**src/awt_pkg.sv**
```systemverilog
/*
 * Shared constants and types for the alarm window threshold registers.
 * Assumes a 16-bit register word and a 12-bit two's-complement
 * temperature result in 0.125 degree steps.
 */
package awt_pkg;
    localparam int          REG_W        = 16;
    localparam int          SIGN_BIT     = 12;
    localparam int          VAL_LSB      = 2;
    localparam int          ABOVE_BIT    = 14;
    localparam int          BELOW_BIT    = 13;
    localparam int          TEMP_W       = 12;
    localparam logic [15:0] THR_RESET    = 16'h0000;
    localparam logic [15:0] THR_WR_MASK  = 16'h1FFC;
    localparam logic        SEL_UPPER    = 1'b0;
    localparam logic        SEL_LOWER    = 1'b1;

    // One register access from the management bus front end
    typedef struct packed {
        logic        sel;
        logic        wr;
        logic        rd;
        logic [15:0] wdata;
    } awt_req_t;
endpackage

```
**src/awt_regs.sv**
```systemverilog
/*
 * Upper and lower alarm window threshold registers with window compare.
 * Assumes the serial bus front end and the converter run on clk and
 * present one-cycle strobes: req.wr, req.rd and temp_valid.
 */
`timescale 1ns/1ns
// Overview of operation
// - Upper threshold: 16 bits, sign bit 12, magnitude 11:2, quarter degree.
// - Lower threshold: separate register, same layout as upper.
// - Thresholds are two's complement, bit 2 weighs 0.25 degree.
// - Bits 15:13 and 1:0 of both registers always read zero.
// - Bits 12:2 are writable and read back; reserved bits read-only.
// - Compares use the thresholds held now; new writes apply from the next cycle.
// - Lower threshold is the bottom edge of the alarm window.
// - Upper threshold is the top edge of the alarm window.
// - Above-window flag set when temperature exceeds upper, else cleared.
// - Below-window flag set when temperature is below lower, else cleared.
module awt_regs
    import awt_pkg::*;
(
    input  wire logic                     clk,
    input  wire logic                     arst_n,
    input  wire awt_req_t                 req,
    input  wire logic signed [TEMP_W-1:0] temp_value,
    input  wire logic                     temp_valid,
    output logic [REG_W-1:0]              rd_data,
    output logic                          rd_valid,
    output logic [REG_W-1:0]              upper_threshold_value,
    output logic [REG_W-1:0]              lower_threshold_value,
    output logic                          above_window_flag,
    output logic                          below_window_flag
);
    // Threshold in the temperature's 0.125 degree scale
    function automatic logic signed [TEMP_W-1:0] to_temp_scale(
        input logic [REG_W-1:0] thr
    );
        to_temp_scale = {thr[SIGN_BIT:VAL_LSB], 1'b0};
    endfunction

    // Threshold field must fill the temperature word
    if (SIGN_BIT - VAL_LSB + 2 != TEMP_W) begin : g_bad_layout
        $error("threshold field does not fit the temperature word");
    end

    wire logic [REG_W-1:0] wr_value;
    wire logic             wr_upper;
    wire logic             wr_lower;
    wire logic [REG_W-1:0] next_rd_data;
    wire logic             next_above;
    wire logic             next_below;

    assign wr_value = req.wdata & THR_WR_MASK;
    assign wr_upper = req.wr && (req.sel == SEL_UPPER);
    assign wr_lower = req.wr && (req.sel == SEL_LOWER);
    assign next_rd_data = (req.sel == SEL_UPPER) ? upper_threshold_value
                                                 : lower_threshold_value;
    assign next_above = temp_value >
                        to_temp_scale(upper_threshold_value);
    assign next_below = temp_value <
                        to_temp_scale(lower_threshold_value);

    always_ff @(posedge clk or negedge arst_n) begin
        if (!arst_n) begin
            upper_threshold_value <= THR_RESET;
            lower_threshold_value <= THR_RESET;
        end else begin
            if (wr_upper) begin
                upper_threshold_value <= wr_value;
            end
            if (wr_lower) begin
                lower_threshold_value <= wr_value;
            end
        end
    end

    always_ff @(posedge clk or negedge arst_n) begin
        if (!arst_n) begin
            rd_data  <= THR_RESET;
            rd_valid <= 1'b0;
        end else begin
            rd_valid <= req.rd;
            if (req.rd) begin
                rd_data <= next_rd_data;
            end
        end
    end

    // Compare against whatever is held now
    always_ff @(posedge clk or negedge arst_n) begin
        if (!arst_n) begin
            above_window_flag <= 1'b0;
            below_window_flag <= 1'b0;
        end else if (temp_valid) begin
            above_window_flag <= next_above;
            below_window_flag <= next_below;
        end
    end

    // Helper: set once any write has happened since reset
    logic seen_wr;
    always_ff @(posedge clk or negedge arst_n) begin
        if (!arst_n) begin
            seen_wr <= 1'b0;
        end else if (req.wr) begin
            seen_wr <= 1'b1;
        end
    end
endmodule

```
**config.mk**
```make
export PLATFORM = sky130hd
export DESIGN_NAME = awt_regs
export DESIGN_NICKNAME = d
export VERILOG_FILES = /design/src/awt_pkg.sv /design/src/awt_regs.sv
export SDC_FILE = /design/constraint.sdc
export NUM_CORES = 1
export LEC_CHECK = 0
export ABC_AREA = 0
export ABC_CLOCK_PERIOD_IN_PS = 2100
export BUFFER_PORTS_ARGS = -buffer_cell sky130_fd_sc_hd__buf_4
export CAP_MARGIN = 20
export CELL_PAD_IN_SITES_DETAIL_PLACEMENT = 0
export CELL_PAD_IN_SITES_GLOBAL_PLACEMENT = 2
export CORE_ASPECT_RATIO = 1.1
export CORE_MARGIN = 2
export CORE_UTILIZATION = 28
export DETAILED_ROUTE_END_ITERATION = 8
export PLACE_DENSITY = 0.83
export SKIP_LAST_GASP = 1
export SLEW_MARGIN = 15
export SYNTH_ARGS = -nofsm -noshare
export SYNTH_HDL_FRONTEND = slang
export SYNTH_SLANG_ARGS = --single-unit
export TNS_END_PERCENT = 10
```
**constraint.sdc**
```tcl
create_clock -name clk -period 2.1 [get_ports clk]
set_clock_uncertainty 0.2 [all_clocks]
set_input_delay 0.105 -clock clk [delete_from_list [all_inputs] [get_ports clk]]
set_output_delay 0.105 -clock clk [all_outputs]
set_load 0.005 [all_outputs]
```
==> run_results.csv <==
group,metric,value,unit
timing,finalHoldWorstSlack,37.1,ps
power_and_ir_drop,p_switching,0.000572,W
power_and_ir_drop,p_seq_frac,0.444,
global_routing,grt_pass1_vias,1553,
clock_network,cts_setup_buffers,0,
run_status,status,"finished with violations",
final_layout,seq_area,901,um^2
route,drc,3,
floorplan,core_area,7090,um^2
global_routing,grt_pass1_wl,7800,um
power_and_ir_drop,pwr-share-comb,0.285,
final_layout,area_delta_synth_final,36.0,%
clock_network,cts.sinks,36,
clock_network,cts_inserted_buffers,5,
final_layout,utilization,0.396,
synthesis,synth-seq-cells,36,
global_routing,antenna_found_initial,0,
place,portBuffers,64,
route,routedWlPerCell,13.3,um
timing,relSlewSlack,0.596,
power_and_ir_drop,p_leak,1.42,nW
critical_path,crit_path_end_kind,"flip-flop",
run_status,violations,"DRC",
power_and_ir_drop,ir_drop,288,uV
floorplan,die_x,85.8,um
route,drt_wl_total,4920,um
timing,grt_setup_unrepaired,"no",
timing,period_minus_slack,1810,ps
critical_path,critPathRequiredTime,2080,ps
global_routing,grtUsageTotal,0.126,
clock_network,root_buffer,"clkbuf_8",
route,firstDrtPassIters,6,
critical_path,arrival,1800,ps
critical_path,max_stage_delay,380,ps
final_layout,design_area,2810,um^2
global_routing,gr-total-overflow,0,
route,drt_iter0_drc,64,
place,hpwlAfterDp,3780,um
final_layout,final_cells,371,
floorplan,num_rows,32,
hold_path,hp-class,"in2reg",
final_layout,drive_above_1_share,0.269,
final_layout,nets,341,
synthesis,netlist_area,2060,um^2
timing,tightest_slew,605,ps
clock_network,tritoncts,"done",
power_and_ir_drop,p_sw_frac,0.291,
critical_path,worstPathCellList,"inv_1, ha_1, nand4_1, nor3_2, a211oi_1, o32ai_1",
floorplan,die_area,8070,um^2
critical_path,cp_max_fo,3,
place,globalplace.congestion,0.778,
floorplan,start_util,0.291,
timing,fin_crit_sh,0.863,
critical_path,critPathLaunchType,"flip-flop",
final_layout,layout_common_cells,"65 x buf_4, 36 x dfrtp_1, 26 x inv_1, 21 x ha_1, 20 x a21oi_1",
clock_network,clk_latency,280,ps
final_layout,multi_input_area,976,um^2
place,place_inst,350,
route,dr_total_vias,1636,
final_layout,diodes,0,
critical_path,critPathSlowestCell,"dfrtp_1",
final_layout,n_fill_cell,746,
timing,slew_violations,0,
route,drt-vias-per-instance,4.41,
timing,setup_tns,0,ps
floorplan,die_h,94.0,um
run,maxCapViolCount,0,
synthesis,ys_warn_count,0,
timing,max_freq,552,MHz
timing,finalSetupViolCount,0,
clock_network,cts_buffer_depth,2,
critical_path,path_class,"reg2reg",
route,ant_nets,0,
floorplan,io_pins,85,
synthesis,syn_avg_cell_area,9.97,um^2
power_and_ir_drop,power.internal,0.00139,W
clock_network,ctsHtreeMaxLevel,2,
timing,hold_violations,0,
synthesis,synth-seq-area-share,0.437,
synthesis,yosysUniqueCellTypes,26,
final_layout,final_common_cell,"buf_4",
place,placed_cell_area,2570,um^2
power_and_ir_drop,powerDensity,701,nW/um^2
power_and_ir_drop,pwr-share-clk,0.270,
clock_network,path_clk_slew,70,ps
synthesis,syn_inst,207,
global_routing,grt_max_degree,37,
==> layer usage <==
layer,vias to the layer above,GRT usage,share of wire,routed length (um)
met5,-,0,0,0
met3,4,0.0272,0.054,266
met1,754,0.168,0.46,2250
met2,46,0.199,0.48,2350
li1,832,-,-,-
met4,0,0.0489,0.013,62
==> critical path, delay by kind of cell (launching register included) <==
family	cells	cell delay [ps]
AOI/OAI and AO/OA	2	380
adders and majority gates	1	300
buffers and inverters	1	70
DFF	1	380
and+or+nand+nor	2	370
==> cell families after synthesis <==
logic type / after synthesis / synth area share
mux: 23 / 0.119
other cells: 1 / 0.00182
flops: 36 / 0.437
fa+ha+maj: 21 / 0.127
buf+inv: 47 / 0.116
compound gates: 40 / 0.106
simple gates: 39 / 0.0940
==> power groups by stage <==
| stage | combinational, W | sequential, W | clock (W) |
|---|---|---|---|
| after global routing | 0.000644 | 0.000890 | 0.000583 |
| after floorplan | 0.000274 | 0.000884 | 0 |
| after global placement | 0.000549 | 0.000885 | 0 |
| final | 0.000561 | 0.000874 | 0.000532 |
| after detailed placement | 0.000551 | 0.000889 | 0 |
| after CTS | 0.000575 | 0.000876 | 0.000557 |
==> area by class of cell <==
class                           count  share of cell area
Clock buffer                        7              0.0343
Sequential cell                    36               0.321
Multi-Input combinational cell    138               0.348
Timing Repair Buffer               79               0.224
Inverter                           26              0.0348
Tap cell                           85              0.0379
==> flip-flops by register name, summed over array words and instances (netlist names) <==
name / flops
lower_threshold_value: 11
rd_data: 11
above_window_flag: 1
upper_threshold_value: 11
below_window_flag: 1
rd_valid: 1
==> synthesized netlist by cell type, drive strengths merged <==
cell / instances / area [um^2]
dfrtp: 36 / 901
inv: 26 / 97.6
ha: 21 / 263
a21oi: 20 / 100
buf: 18 / 130
nand2: 15 / 56.3
o21ai: 14 / 70.1
nor2: 13 / 48.8
mux2: 12 / 135
mux2i: 11 / 110
clkbuf: 3 / 11.3
nand4: 3 / 18.8
a21o: 2 / 15.0
nand2b: 2 / 12.5
nor2b: 2 / 12.5
a211oi: 1 / 7.51
and2b: 1 / 8.76
conb: 1 / 3.75
nand4bb: 1 / 11.3
nor3: 1 / 10.0
nor4b: 1 / 15.0
o2111ai: 1 / 8.76
o211ai: 1 / 7.51
o32ai: 1 / 8.76
==> repair_timing <==
action	CTS	global route
hold buffers	14	0
gates resized for setup	0	0
hold endpoints to repair	72	0
==> per-stage QoR <==
stage	total power [W]	setup WS (ps)
2_1_floorplan	0.00116	448
3_3_place_gp	0.00143	262
3_5_place_dp	0.00144	250
4_1_cts	0.00201	226
5_1_grt	0.00212	130
6_report	0.00197	287
==> path summary, 6_finish.rpt <==
path                                                       start                            end  slack (ps)  cells past startpoint
setup / recovery           upper_threshold_value[10]$_DFFE_PN0P_  above_window_flag$_DFFE_PN0P_         290                      6
hold reg to reg                           rd_data[6]$_DFFE_PN0P_         rd_data[6]$_DFFE_PN0P_         320                      2
hold / removal                                     temp_value[7]  below_window_flag$_DFFE_PN0P_          40                      5
min in group asynchronous                                 arst_n         rd_data[7]$_DFFE_PN0P_         120                      2
max in group asynchronous                                 arst_n         rd_data[2]$_DFFE_PN0P_        1260                      2
setup reg to reg           upper_threshold_value[10]$_DFFE_PN0P_  above_window_flag$_DFFE_PN0P_         290                      6
Power figures use the tool's default switching activity.
